[src/hw/standby_consts.vh]
`ifndef STANDBY_CONSTS_VH
`define STANDBY_CONSTS_VH
// ----------------------------------------------------------------
// Register byte addresses
// ----------------------------------------------------------------
`define ADDR_CTRL_TWO     4'h0
`define ADDR_CTRL_ZERO    4'h4
`define ADDR_IDLE_SEL     4'h8
`define ADDR_MASK_LEVEL   4'hc
`define ADDR_HALT_CMD     4'h0
`define ADDR_STATUS       4'h4
// ----------------------------------------------------------------
// Field positions and reset values
// ----------------------------------------------------------------
`define TWO_WARMUP_LO     1
`define TWO_WARMUP_HI     2
`define TWO_DRIVE_BIT     0
`define TWO_HALT_LO       3
`define TWO_HALT_HI       4
`define ZERO_RESUME_BIT   0
`define ZERO_HIGH_EN_BIT  1
`define ZERO_LOW_EN_BIT   2
`define TWO_RESET         5'h00
`define ZERO_RESET        3'h2
`define IDLE_SEL_RESET    8'h00
`define MASK_RESET        3'h0
// ----------------------------------------------------------------
// Halt kinds and warm-up exponents
// ----------------------------------------------------------------
`define HALT_LIGHT        2'h0
`define HALT_DEEP         2'h1
`define HALT_STOP         2'h2
`define WARM_8            2'h1
`define WARM_14           2'h2
`define WARM_16           2'h3
`define WARM_LEN_8        17'h00100
`define WARM_LEN_14       17'h04000
`define WARM_LEN_16       17'h10000
`define WARM_LEN_NONE     17'h00001
`define ENTRY_CLOCKS      3'h5
`define NMI_LEVEL         3'h7
`endif

[src/hw/warmup_counter.v]
`timescale 1ns/10ps
`include "standby_consts.vh"

module warmup_counter (
  // Clock and reset
  input  wire        aclk,
  input  wire        aresetn,
  // Control
  input  wire        start,
  input  wire        osc_tick,
  input  wire [1:0]  count_sel,
  // Status
  output reg         done
);

  reg [16:0] count;
  reg        running;

  // Terminal count for the selected warm-up length
  function [16:0] terminal;
    input [1:0] sel;
    begin
      case (sel)
        `WARM_8:  terminal = `WARM_LEN_8;
        `WARM_14: terminal = `WARM_LEN_14;
        `WARM_16: terminal = `WARM_LEN_16;
        default:  terminal = `WARM_LEN_NONE;
      endcase
    end
  endfunction

  // Cleared at every start, counts resuming oscillator ticks
  always @(posedge aclk) begin
    if (!aresetn) begin
      count   <= 17'h00000;
      running <= 1'b0;
      done    <= 1'b0;
    end else if (start) begin
      count   <= 17'h00000;
      running <= 1'b1;
      done    <= 1'b0;
    end else if (running && osc_tick) begin
      if (count + 17'h00001 >= terminal(count_sel)) begin
        running <= 1'b0;
        done    <= 1'b1;
      end
      count <= count + 17'h00001;
    end else begin
      done <= 1'b0;
    end
  end

endmodule // warmup_counter

[src/hw/standby_mode_controller.v]
// Summary of operation
// - Light idle keeps only peripherals enabled in the idle select register.
// - CPU fetch and execute stay stopped throughout light idle.
// - Deep idle keeps only oscillator and clock timer running.
// - Deep idle gates the system clock to CPU and peripherals.
// - Interrupts are caught while halted without needing the system clock.
// - Restart after halt is issued on a system clock edge.
// - Stop halts every circuit including the oscillator.
// - Pin drive during stop follows the stop pin drive select bit.
// - After stop, system clock stays off until warm-up elapses.
// - Resume clock select: 0 high frequency, 1 low frequency.
// - Warm-up select 01, 10, 11 give 2^8, 2^14, 2^16 cycles.
// - External interrupt zero releases deep idle.
// - Stop entered on low clock may resume on high clock after NMI.
// - Interrupt at or above mask level releases light idle and is serviced.
// - Ext irqs zero to four release any halt even masked; clock timer releases light and deep idle only, not stop.
// - Interrupt during five-clock entry is held pending for later.
// - Interrupt release from stop completes only after warm-up.
`timescale 1ns/10ps
`include "standby_consts.vh"

module standby_mode_controller #(
  parameter N_PERIPH = 8
) (
  // Clock and reset
  input  wire                 aclk,
  input  wire                 aresetn,
  // AXI4-Lite write address
  input  wire [3:0]           s_axi_awaddr,
  input  wire                 s_axi_awvalid,
  output reg                  s_axi_awready,
  // AXI4-Lite write data
  input  wire [31:0]          s_axi_wdata,
  input  wire [3:0]           s_axi_wstrb,
  input  wire                 s_axi_wvalid,
  output reg                  s_axi_wready,
  // AXI4-Lite write response
  output reg  [1:0]           s_axi_bresp,
  output reg                  s_axi_bvalid,
  input  wire                 s_axi_bready,
  // AXI4-Lite read address
  input  wire [3:0]           s_axi_araddr,
  input  wire                 s_axi_arvalid,
  output reg                  s_axi_arready,
  // AXI4-Lite read data
  output reg  [31:0]          s_axi_rdata,
  output reg  [1:0]           s_axi_rresp,
  output reg                  s_axi_rvalid,
  input  wire                 s_axi_rready,
  // CPU core side
  input  wire                 halt_exec,
  output reg                  cpu_run,
  output reg                  irq_service,
  output reg  [2:0]           irq_service_level,
  output reg                  resume_next,
  // Interrupt sources
  input  wire                 nmi_req,
  input  wire [4:0]           ext_irq_req,
  input  wire                 clock_timer_irq,
  input  wire [2:0]           irq_level,
  input  wire                 irq_other,
  // Oscillator ticks
  input  wire                 high_osc_tick,
  input  wire                 low_osc_tick,
  // Clock and power controls
  output reg                  sys_clk_enable,
  output reg                  high_osc_run,
  output reg                  low_osc_run,
  output reg                  sys_on_low_clock,
  output reg                  clock_timer_run,
  output reg  [N_PERIPH-1:0]  periph_clk_enable,
  output reg                  stop_pin_drive
);

  // ----------------------------------------------------------------
  // Local states
  // ----------------------------------------------------------------
  localparam ST_RUN   = 3'h0;
  localparam ST_ENTER = 3'h1;
  localparam ST_LIGHT = 3'h2;
  localparam ST_DEEP  = 3'h3;
  localparam ST_STOP  = 3'h4;
  localparam ST_WARM  = 3'h5;

  // ----------------------------------------------------------------
  // Registers
  // ----------------------------------------------------------------
  reg [4:0]          system_ctrl_reg_two;
  reg [2:0]          system_ctrl_reg_zero;
  reg [7:0]          idle_sel;
  reg [2:0]          irq_mask_level;
  reg [2:0]          state;
  reg [2:0]          next_state;
  reg [2:0]          entry_count;
  reg                pend;
  reg [2:0]          pend_level;
  reg                pend_masked;
  reg                warm_start;
  reg                aw_held;
  reg                w_held;
  reg [3:0]          aw_addr;
  reg [31:0]         w_data;
  reg [3:0]          w_strb;
  wire               warm_done;

  wire [1:0] warmup_count_sel =
             system_ctrl_reg_two[`TWO_WARMUP_HI:`TWO_WARMUP_LO];
  wire [1:0] halt_sel         = system_ctrl_reg_two[`TWO_HALT_HI:`TWO_HALT_LO];
  wire       resume_low       = system_ctrl_reg_zero[`ZERO_RESUME_BIT];
  wire       resume_high_osc_enable = system_ctrl_reg_zero[`ZERO_HIGH_EN_BIT];
  wire       resume_low_osc_enable  = system_ctrl_reg_zero[`ZERO_LOW_EN_BIT];

  // ----------------------------------------------------------------
  // Release decode
  // ----------------------------------------------------------------
  // Request lines are levels that are read with no clock-gated stage,
  // so a request is seen even with the system clock held off.
  wire enabled_lvl = (irq_level >= irq_mask_level);
  wire masked_wake = |ext_irq_req | clock_timer_irq;
  function wake_ok;
    input [2:0] st;
    input       nmi;
    input [4:0] ext;
    input       rtc;
    input       other;
    input       en;
    begin
      case (st)
        ST_LIGHT: wake_ok = nmi | ((other | |ext | rtc) & en)
                            | |ext | rtc;
        ST_DEEP:  wake_ok = nmi | ext[0] | |ext | rtc;
        ST_STOP:  wake_ok = nmi | |ext;
        default:  wake_ok = 1'b0;
      endcase
    end
  endfunction
  wire wake_now = wake_ok(state, nmi_req, ext_irq_req, clock_timer_irq,
                          irq_other, enabled_lvl);
  wire any_wake_src = nmi_req | masked_wake;
  wire service_now = nmi_req | enabled_lvl;

  // ----------------------------------------------------------------
  // Halt state machine
  // ----------------------------------------------------------------
  always @* begin
    next_state = state;
    case (state)
      ST_RUN:
        if (halt_exec) begin
          if (halt_sel == `HALT_LIGHT)
            next_state = ST_LIGHT;
          else
            next_state = ST_ENTER;
        end
      ST_ENTER:
        if (entry_count == `ENTRY_CLOCKS - 3'h1) begin
          next_state = (halt_sel == `HALT_STOP) ? ST_STOP : ST_DEEP;
        end
      ST_LIGHT:
        if (wake_now) next_state = ST_RUN;
      ST_DEEP:
        // A request held from entry waits for a fresh release
        if (wake_now) next_state = ST_RUN;
      ST_STOP:
        if (wake_now) next_state = ST_WARM;
      ST_WARM:
        if (warm_done) next_state = ST_RUN;
      default:
        next_state = ST_RUN;
    endcase
  end

  // Restart and service are issued on the clock edge only
  always @(posedge aclk) begin
    if (!aresetn) begin
      state             <= ST_RUN;
      entry_count       <= 3'h0;
      pend              <= 1'b0;
      pend_level        <= 3'h0;
      pend_masked       <= 1'b0;
      warm_start        <= 1'b0;
      irq_service       <= 1'b0;
      irq_service_level <= 3'h0;
      resume_next       <= 1'b0;
      sys_on_low_clock  <= 1'b0;
    end else begin
      state       <= next_state;
      warm_start  <= 1'b0;
      irq_service <= 1'b0;
      resume_next <= 1'b0;
      entry_count <= (state == ST_ENTER) ? entry_count + 3'h1 : 3'h0;
      // A request in the entry window is held, not lost
      if (state == ST_ENTER && any_wake_src) begin
        pend        <= 1'b1;
        pend_level  <= nmi_req ? `NMI_LEVEL : irq_level;
        pend_masked <= ~service_now;
      end
      if (state == ST_STOP && next_state == ST_WARM)
        warm_start <= 1'b1;
      if (state != ST_RUN && state != ST_ENTER && next_state == ST_RUN) begin
        // Held request is serviced first unless irq_level exceeds pend_level
        if (pend && (!wake_now || pend_level >= irq_level)) begin
          irq_service       <= ~pend_masked;
          irq_service_level <= pend_level;
          resume_next       <= pend_masked;
          pend              <= wake_now;
          pend_level        <= nmi_req ? `NMI_LEVEL : irq_level;
          pend_masked       <= ~service_now;
        end else begin
          irq_service       <= service_now;
          irq_service_level <= nmi_req ? `NMI_LEVEL : irq_level;
          resume_next       <= ~service_now;
        end
        if (state == ST_WARM)
          sys_on_low_clock <= resume_low;
      end
      // The other of two requests follows one idle cycle after the first
      if (state == ST_RUN && pend && !irq_service && !resume_next) begin
        irq_service       <= ~pend_masked;
        irq_service_level <= pend_level;
        resume_next       <= pend_masked;
        pend              <= 1'b0;
      end
    end
  end

  // ----------------------------------------------------------------
  // Clock and power gating
  // ----------------------------------------------------------------
  // Outputs registered from the next state so they track it directly
  always @(posedge aclk) begin
    if (!aresetn) begin
      cpu_run           <= 1'b1;
      sys_clk_enable    <= 1'b1;
      high_osc_run      <= 1'b1;
      low_osc_run       <= 1'b1;
      clock_timer_run   <= 1'b1;
      periph_clk_enable <= {N_PERIPH{1'b1}};
      stop_pin_drive    <= 1'b0;
    end else begin
      cpu_run        <= (next_state == ST_RUN || next_state == ST_ENTER);
      sys_clk_enable <= ~(next_state == ST_DEEP || next_state == ST_STOP
                          || next_state == ST_WARM);
      clock_timer_run <= (next_state != ST_STOP);
      stop_pin_drive <= (next_state == ST_STOP) &
                        system_ctrl_reg_two[`TWO_DRIVE_BIT];
      case (next_state)
        ST_LIGHT: periph_clk_enable <= idle_sel[N_PERIPH-1:0];
        ST_RUN, ST_ENTER: periph_clk_enable <= {N_PERIPH{1'b1}};
        default:  periph_clk_enable <= {N_PERIPH{1'b0}};
      endcase
      if (next_state == ST_STOP) begin
        high_osc_run <= 1'b0;
        low_osc_run  <= 1'b0;
      end else if (next_state == ST_WARM) begin
        high_osc_run <= resume_high_osc_enable;
        low_osc_run  <= resume_low_osc_enable;
      end
    end
  end

  // ----------------------------------------------------------------
  // Warm-up counter on the resuming oscillator
  // ----------------------------------------------------------------
  warmup_counter u_warm (
    .aclk      (aclk),
    .aresetn   (aresetn),
    .start     (warm_start),
    .osc_tick  (resume_low ? low_osc_tick : high_osc_tick),
    .count_sel (warmup_count_sel),
    .done      (warm_done)
  );

  // ----------------------------------------------------------------
  // AXI4-Lite slave
  // ----------------------------------------------------------------
  // Write: address and data captured in either order, then one response
  always @(posedge aclk) begin
    if (!aresetn) begin
      s_axi_awready        <= 1'b1;
      s_axi_wready         <= 1'b1;
      s_axi_bvalid         <= 1'b0;
      s_axi_bresp          <= 2'h0;
      aw_held              <= 1'b0;
      w_held               <= 1'b0;
      aw_addr              <= 4'h0;
      w_data               <= 32'h00000000;
      w_strb               <= 4'h0;
      system_ctrl_reg_two  <= `TWO_RESET;
      system_ctrl_reg_zero <= `ZERO_RESET;
      idle_sel             <= `IDLE_SEL_RESET;
      irq_mask_level       <= `MASK_RESET;
    end else begin
      if (s_axi_awvalid && s_axi_awready) begin
        aw_held       <= 1'b1;
        aw_addr       <= s_axi_awaddr;
        s_axi_awready <= 1'b0;
      end
      if (s_axi_wvalid && s_axi_wready) begin
        w_held       <= 1'b1;
        w_data       <= s_axi_wdata;
        w_strb       <= s_axi_wstrb;
        s_axi_wready <= 1'b0;
      end
      if (aw_held && w_held && !s_axi_bvalid) begin
        aw_held      <= 1'b0;
        w_held       <= 1'b0;
        s_axi_bvalid <= 1'b1;
        s_axi_bresp  <= 2'h0;
        if (w_strb[0]) begin
          case (aw_addr)
            `ADDR_CTRL_TWO:   system_ctrl_reg_two  <= w_data[4:0];
            `ADDR_CTRL_ZERO:  system_ctrl_reg_zero <= w_data[2:0];
            `ADDR_IDLE_SEL:   idle_sel             <= w_data[7:0];
            `ADDR_MASK_LEVEL: irq_mask_level       <= w_data[2:0];
            default:          s_axi_bresp          <= 2'h2;
          endcase
        end
      end
      if (s_axi_bvalid && s_axi_bready) begin
        s_axi_bvalid  <= 1'b0;
        s_axi_awready <= 1'b1;
        s_axi_wready  <= 1'b1;
      end
    end
  end

  // Read: one cycle after address, status shows live halt state
  always @(posedge aclk) begin
    if (!aresetn) begin
      s_axi_arready <= 1'b1;
      s_axi_rvalid  <= 1'b0;
      s_axi_rdata   <= 32'h00000000;
      s_axi_rresp   <= 2'h0;
    end else if (s_axi_arvalid && s_axi_arready) begin
      s_axi_arready <= 1'b0;
      s_axi_rvalid  <= 1'b1;
      s_axi_rresp   <= 2'h0;
      case (s_axi_araddr)
        `ADDR_CTRL_TWO:   s_axi_rdata <= {27'h0, system_ctrl_reg_two};
        `ADDR_CTRL_ZERO:  s_axi_rdata <= {29'h0, system_ctrl_reg_zero};
        `ADDR_IDLE_SEL:   s_axi_rdata <= {24'h0, idle_sel};
        `ADDR_MASK_LEVEL: s_axi_rdata <= {25'h0, pend, 3'h0, irq_mask_level}
                                         | {24'h0, 1'b0, state, 4'h0};
        default: begin
          s_axi_rdata <= 32'h00000000;
          s_axi_rresp <= 2'h2;
        end
      endcase
    end else if (s_axi_rvalid && s_axi_rready) begin
      s_axi_rvalid  <= 1'b0;
      s_axi_arready <= 1'b1;
    end
  end

endmodule // standby_mode_controller

[config.mk]
export PLATFORM = sky130hd
export DESIGN_NAME = standby_mode_controller
export DESIGN_NICKNAME = d
export VERILOG_FILES = /design/src/hw/warmup_counter.v /design/src/hw/standby_mode_controller.v
export VERILOG_INCLUDE_DIRS = /design/src /design/src/hw
export SDC_FILE = /design/constraint.sdc
export NUM_CORES = 1
export LEC_CHECK = 0
export BUFFER_PORTS_ARGS = -buffer_cell sky130_fd_sc_hd__clkbuf_2
export CORE_MARGIN = 2
export CORE_UTILIZATION = 40
export CTS_CLUSTER_SIZE = 20
export DETAILED_ROUTE_END_ITERATION = 8
export GPL_TIMING_DRIVEN = 0
export PLACE_DENSITY = 0.63
export SETUP_SLACK_MARGIN = 0.4
export SLEW_MARGIN = 5
export SYNTH_ARGS = -nofsm -noshare
export SYNTH_HDL_FRONTEND = slang
export SYNTH_SLANG_ARGS = --single-unit
export TNS_END_PERCENT = 5
[constraint.sdc]
create_clock -name aclk -period 3.19 [get_ports aclk]
set_input_delay 0.4785 -clock aclk [delete_from_list [all_inputs] [get_ports aclk]]
set_output_delay 0.4785 -clock aclk [all_outputs]
set_load 0.005 [all_outputs]
* After elaboration in Yosys (flattened, before gate mapping)
Index checks and enable logic that the tools add are counted.
** Word-level totals
- Register bits :: 126
- Latch bits :: 0
- Memory bits (writable) :: 0
- Bits in read-only memories :: 0
- Bits of input ports :: 65
- Output and inout port bits :: 61
- Word-level logic and storage cells :: 187
- Memories :: 0
** Cells by class
- Add/subtract/negate cells :: 2
- Multipliers :: 0
- Div/mod/pow operators :: 0
- Order comparisons :: 3
- Equal/unequal tests :: 23
- Shift-type cells :: 0
- Mux-type cells :: 50
- Bitwise gates (word level) :: 20
- Reductions and logical operators :: 52
** Operators with widths (number)
- 2-to-1 mux 17 bit :: 3
- case mux 17 bit (3 select lines) :: 1
- 2-to-1 mux 3 bit :: 13
- case mux 8 bit (4 select lines) :: 1
- 2-to-1 mux 1 bit :: 25
- adder 17 x 1 -> 17 bit (second input constant) :: 1
- >= comparator 17 bit :: 1
- == test 4 bit (second input constant) :: 4
- logical AND 1 bit :: 16
- case mux 8 bit (2 select lines) :: 1
- == test 3 bit (second input constant) :: 5
- case mux 3 bit (5 select lines) :: 1
- == test 3 x 2 -> 1 bit (second input constant) :: 4
- OR 1 bit :: 12
- AND reduction 3 bit :: 4
- OR reduction 2 bit :: 6
- nonzero test 2 bit :: 5
- == test 4 x 3 -> 1 bit (second input constant) :: 2
- logical NOT 4 bit :: 2
- 2-to-1 mux 2 bit :: 4
- OR reduction 4 bit :: 2
- OR 7 bit :: 1
- == test 2 bit (second input constant) :: 3
- == test 3 x 1 -> 1 bit (second input constant) :: 2
- 16 further kinds :: 31

* Logic depth before layout (Yosys ltp)
- Word-level depth :: 14
- Mapped depth :: 12
- Gate-level depth less buffers :: 12

* Hierarchy
Synthesis repeated with hierarchy kept, for this count alone.
** Second synthesis, totals
- Cell total of the unflattened synthesis :: 545
- Area total of the unflattened synthesis :: 4843.4 sq um
** Modules (own cells, without submodules)
- standby_mode_controller :: instances 1, cells an instance 393, area each 3580.9 sq um, sequential area each 1621.6 sq um
- warmup_counter :: instances 1, cells an instance 152, area each 1262.5 sq um, sequential area each 380.4 sq um

* Worst setup path before layout
Ideal clock, no wire load.
- Kind :: flip-flop to flip-flop
- Start :: reg u_warm.count[0]
- End :: reg u_warm.running
- Library setup time :: 101 ps
- Arrival :: 2271 ps
- Data required time :: 3089 ps
- Setup slack :: 818 ps
- Stages on the path, launching flop included :: 10
- Path buffers :: 0
- Clock period less this slack :: 2372 ps
- Cell sequence :: dfxtp_1 ha_1 nand2_1 nor2_1 nand4_1 nor2_1 xor2_1 ha_1 or3_1 o41ai_1
** On the way
- Longest elaborated chain between the ends :: 4
** RTL lines
- from (decl) :: RTL line warmup_counter.v:16 : reg [16:0] count;
- from (signal assigned) :: RTL line warmup_counter.v:47 : count <= count + 17'h00001;
- adder 17 x 1 -> 17 bit :: RTL line warmup_counter.v:43 : if (count + 17'h00001 >= terminal(count_sel)) begin
- >= comparator 17 bit :: RTL line warmup_counter.v:43
- nonzero test 2 bit (no line)
- AND reduction 2 bit (no line)
- to (signal assigned) :: RTL line warmup_counter.v:36 : running <= 1'b0;
- to (signal assigned) :: RTL line warmup_counter.v:40 : running <= 1'b1;
- to (signal assigned) :: RTL line warmup_counter.v:44 : running <= 1'b0;
- to (decl) :: RTL line warmup_counter.v:17 : reg running;
No other way between the ends.
A chain may end at the register's enable or synchronous reset.

* Worst setup path in the final report
- Start :: reg irq_mask_level[2]
- End :: reg resume_next
** On the way
- Longest elaborated chain between the ends :: 12
- Elaborated cells on any way between the ends :: 19
- Those cells by class :: order compare: 1; mux: 7; bitwise: 6; reduce/logical: 5
** RTL lines
- from (decl) :: RTL line standby_mode_controller.v:91 : reg [2:0] irq_mask_level;
- from (signal assigned) :: RTL line standby_mode_controller.v:292 : irq_mask_level <= `MASK_RESET;
- from (signal assigned) :: RTL line standby_mode_controller.v:315 : `ADDR_MASK_LEVEL: irq_mask_level <= w_data[2:0];
- >= comparator 3 bit (*) :: RTL line standby_mode_controller.v:118 : wire enabled_lvl = (irq_level >= irq_mask_level);
- bitwise AND 1 bit :: RTL line standby_mode_controller.v:129 : ST_LIGHT: wake_ok = nmi | ((other | |ext | rtc) & en)
- OR 1 bit :: RTL line standby_mode_controller.v:129
- OR 1 bit (2 in series) :: RTL line standby_mode_controller.v:130 : | |ext | rtc;
- case mux 1 bit (3 select lines) :: RTL line standby_mode_controller.v:128 : case (st)
- 2-to-1 mux 3 bit, or another cell as far along :: RTL line standby_mode_controller.v:165 : if (wake_now) next_state = ST_WARM;
- case mux 3 bit (5 select lines) or logical OR 1 bit (tied branches) :: RTL line standby_mode_controller.v:147, standby_mode_controller.v:202
- logical NOT 3 bit or logical AND 1 bit (tied branches) :: RTL line standby_mode_controller.v:200, standby_mode_controller.v:202
- logical AND 1 bit or 2-to-1 mux 1 bit (tied branches) :: RTL line standby_mode_controller.v:200, standby_mode_controller.v:202
- 2-to-1 mux 1 bit (*) :: RTL line standby_mode_controller.v:200 : if (state != ST_RUN && state != ST_ENTER && next_state == ST_RUN) begin
- 2-to-1 mux 1 bit (*) :: RTL line standby_mode_controller.v:218 : if (state == ST_RUN && pend && !irq_service && !resume_next) begin
- to (signal assigned) :: RTL line standby_mode_controller.v:205 : resume_next <= pend_masked;
- to (signal assigned) :: RTL line standby_mode_controller.v:212 : resume_next <= ~service_now;
- to (signal assigned) :: RTL line standby_mode_controller.v:221 : resume_next <= pend_masked;
- to (decl) :: RTL line standby_mode_controller.v:55 : output reg resume_next,
Mark *: on every way between the ends. The rest lies on a longest branch, timed or not.

==> metrics <==
die height=114 um; synthesis-to-layout area growth=19.9%; HPWL Detailed=8430 um; post-synth design cell area=4850 um^2; mux contribution to synthesized area=8.34%; I/O pins=126; Clk pin slew, worst setup/hold paths=0.07 ns; maximum clock rate=394 MHz; layout cell share with drive strength beyond 1=22.3%; Via-to-Cell Ratio=4.95; Synth Area in Simple Gates=21.7%; CP required=3.43 ns; status=completed; fraction of the mapped netlist area in compound gates=13.6%; Seq/Total Area, Yosys=41.3%; Final ANT Viol Nets=0; worst-case clock buffer depth=2; CP Launch Type=register; Final GP Congestion=0.847; Initial Util=40.7%; Final Critical Period=2.54 ns; worst slew pin tran=0.752 ns; number of synthesized flops with an enable pin=0; Max-cap violations=0; unrepaired setup endpoints after global routing=no; H-tree levels=3; post-synthesis cell type count=65; clk_lat worst skew=0.35 ns; largest net degree at the start of global routing=18; fin crit share=79.5%; num rows=40; WL final=11000 um; critical path class=reg -> reg; skew final=0.00963 ns; cts hold-fix bufs=0; initial antenna violation count=0; total CTS buffers=9; Pins Over Slew Limit=0; floorplan core area=11900 um^2; die width=114 um; Post-synth top flop=dfxtp_1; FF+latch count, synth=100; Synth Instances=538; clock sink count=100; Hold Path Class=in -> reg; fraction of the mapped netlist area in adder cells=3.35%; CTS tree=yes; drt drc=0; Syn Area/Cell=9.01 um^2; Setup TNS Final=0 ns; XOR/XNOR share of the synthesized area=3.97%; share of flip-flops with an asynchronous set or reset=0%; total grt overflow=0; initial DRC count=174; # setup viols final=0; Critical Path Sink Type=register; Pre-antenna DRT Iters=4; die area=13000 um^2; worst hold margin=0.343 ns; Final Hold Vio Count=0; power per cell area=455 nW/um^2; largest family of logic cells by synthesized area=simple AND/OR/NAND/NOR gates; ANT cells=0; vias in the first global route=3706; Pleak=2.53 nW; relative slew slack=49.3%; # port buffers=69; Crit Path Max Fanout=5; DR vias=3939; WP data arrival=2.78 ns; maximum VDD drop=463 uV; Final Net Count=722; DR WL/cell=13.9 um; Yosys warning count=0; GRT Resource Usage Total=18.0%; Root Buffer=clkbuf_16; first-pass GRT wire length=18300 um
repair_timing:
action                                 in CTS  in global routing
gates resized for setup                     0                  6
buffers inserted                            0                  1
setup endpoints to repair                   0                  2
endpoints found under the hold margin       0                  0
cell usage after synthesis (9+ instances only):
master	count	area (um^2)
xnor2_1	13	114
mux2i_1	28	280
a21boi_0	16	120
nand2b_1	9	56.3
nor3_1	9	45.0
xor2_1	9	78.8
buf_4	26	195
ha_1	13	163
clkbuf_1	16	60.1
dfxtp_1	100	2000
nor2b_1	34	213
a21oi_1	15	75.1
nor2_1	42	158
inv_1	19	71.3
nand3_1	14	70.1
nand2_1	58	218
o21ai_0	11	55.1
stage by stage:
stage	setup WS [ns]	area (um^2)	power, mW	utilization (%)	cells
after floorplan	0.818	4940	1.45	-	563
after global placement	0.464	5470	1.52	45.9	779
after detailed placement	0.427	5470	1.52	45.9	779
after CTS	0.401	5790	2.68	48.6	795
after global routing	0.408	5810	2.76	48.8	796
final	0.653	5810	2.64	48.8	796
power by group:
group	switching [mW]	leakage (nW)	internal, mW
Clock	0.489	0.152	0.662
Combinational	0.104	1.56	0.0934
Sequential	0.0197	0.813	1.28
Total	0.612	2.53	2.03
critical path, stage by stage, from the launching register on:
cell	delay [ns]
dfxtp_1	0.39
inv_1	0.06
ha_1	0.28
nand2_1	0.06
o21ai_2	0.23
a211oi_2	0.11
o41ai_2	0.73
mux2_2	0.43
nor2b_1	0.13
metal layers:
layer,part of all wire [%],global-route usage [%]
met5,0,0
met3,4.4,4.66
met4,0.88,4.47
met2,51,31.8
met1,44,21.8
cell families (layout without fill, tap and decap cells):
group / Yosys count / in the layout
buffers and inverters: 69 / 155
other: 1 / 26
DFF: 100 / 100
adders and majority gates: 13 / 13
and+or+nand+nor: 208 / 208
xor gates and xnor gates: 22 / 22
muxes: 36 / 36
AOI/OAI and AO/OA: 89 / 89
path summary, 6_finish.rpt:
| path | from | slack (ns) | to | cells past startpoint |
|---|---|---|---|---|
| setup / recovery | irq_mask_level[2] | 0.65 | resume_next | 8 |
| hold / removal | s_axi_wvalid | 0.34 | s_axi_wready | 2 |
| setup reg to reg | irq_mask_level[2] | 0.65 | resume_next | 8 |
| hold reg to reg | entry_count[0] | 0.45 | entry_count[0] | 1 |
area by class of cell:
cell class	instances	area [um^2]
Tap cell	147	184
Sequential cell	100	2000
Buffer	50	300
Clock buffer	11	253
Multi-Input combinational cell	394	2580
Fill cell	1156	6100
Timing Repair Buffer	70	353
Clock inverter	5	67.6
Inverter	19	71.3
layout by cell type (no fill, tap or decap), drive strengths merged, types with 16 or more instances in the layout:
cell    instances
nor2           42
clkbuf         96
buf            35
inv            21
nor2b          35
mux2i          28
dfxtp         100
a21boi         16
conb           26
a21oi          16
nand2          58
flip-flops by register name, indices dropped and copies added (netlist names), 3 cells and up:
signal                cells
aw_addr                   4
entry_count               3
idle_sel                  8
irq_mask_level            3
irq_service_level         3
pend_level                3
periph_clk_enable         8
s_axi_rdata               8
state                     3
system_ctrl_reg_two       5
system_ctrl_reg_zero      3
u_warm.count             17
w_data                    8
No activity file was read; power rests on OpenSTA's default activity.
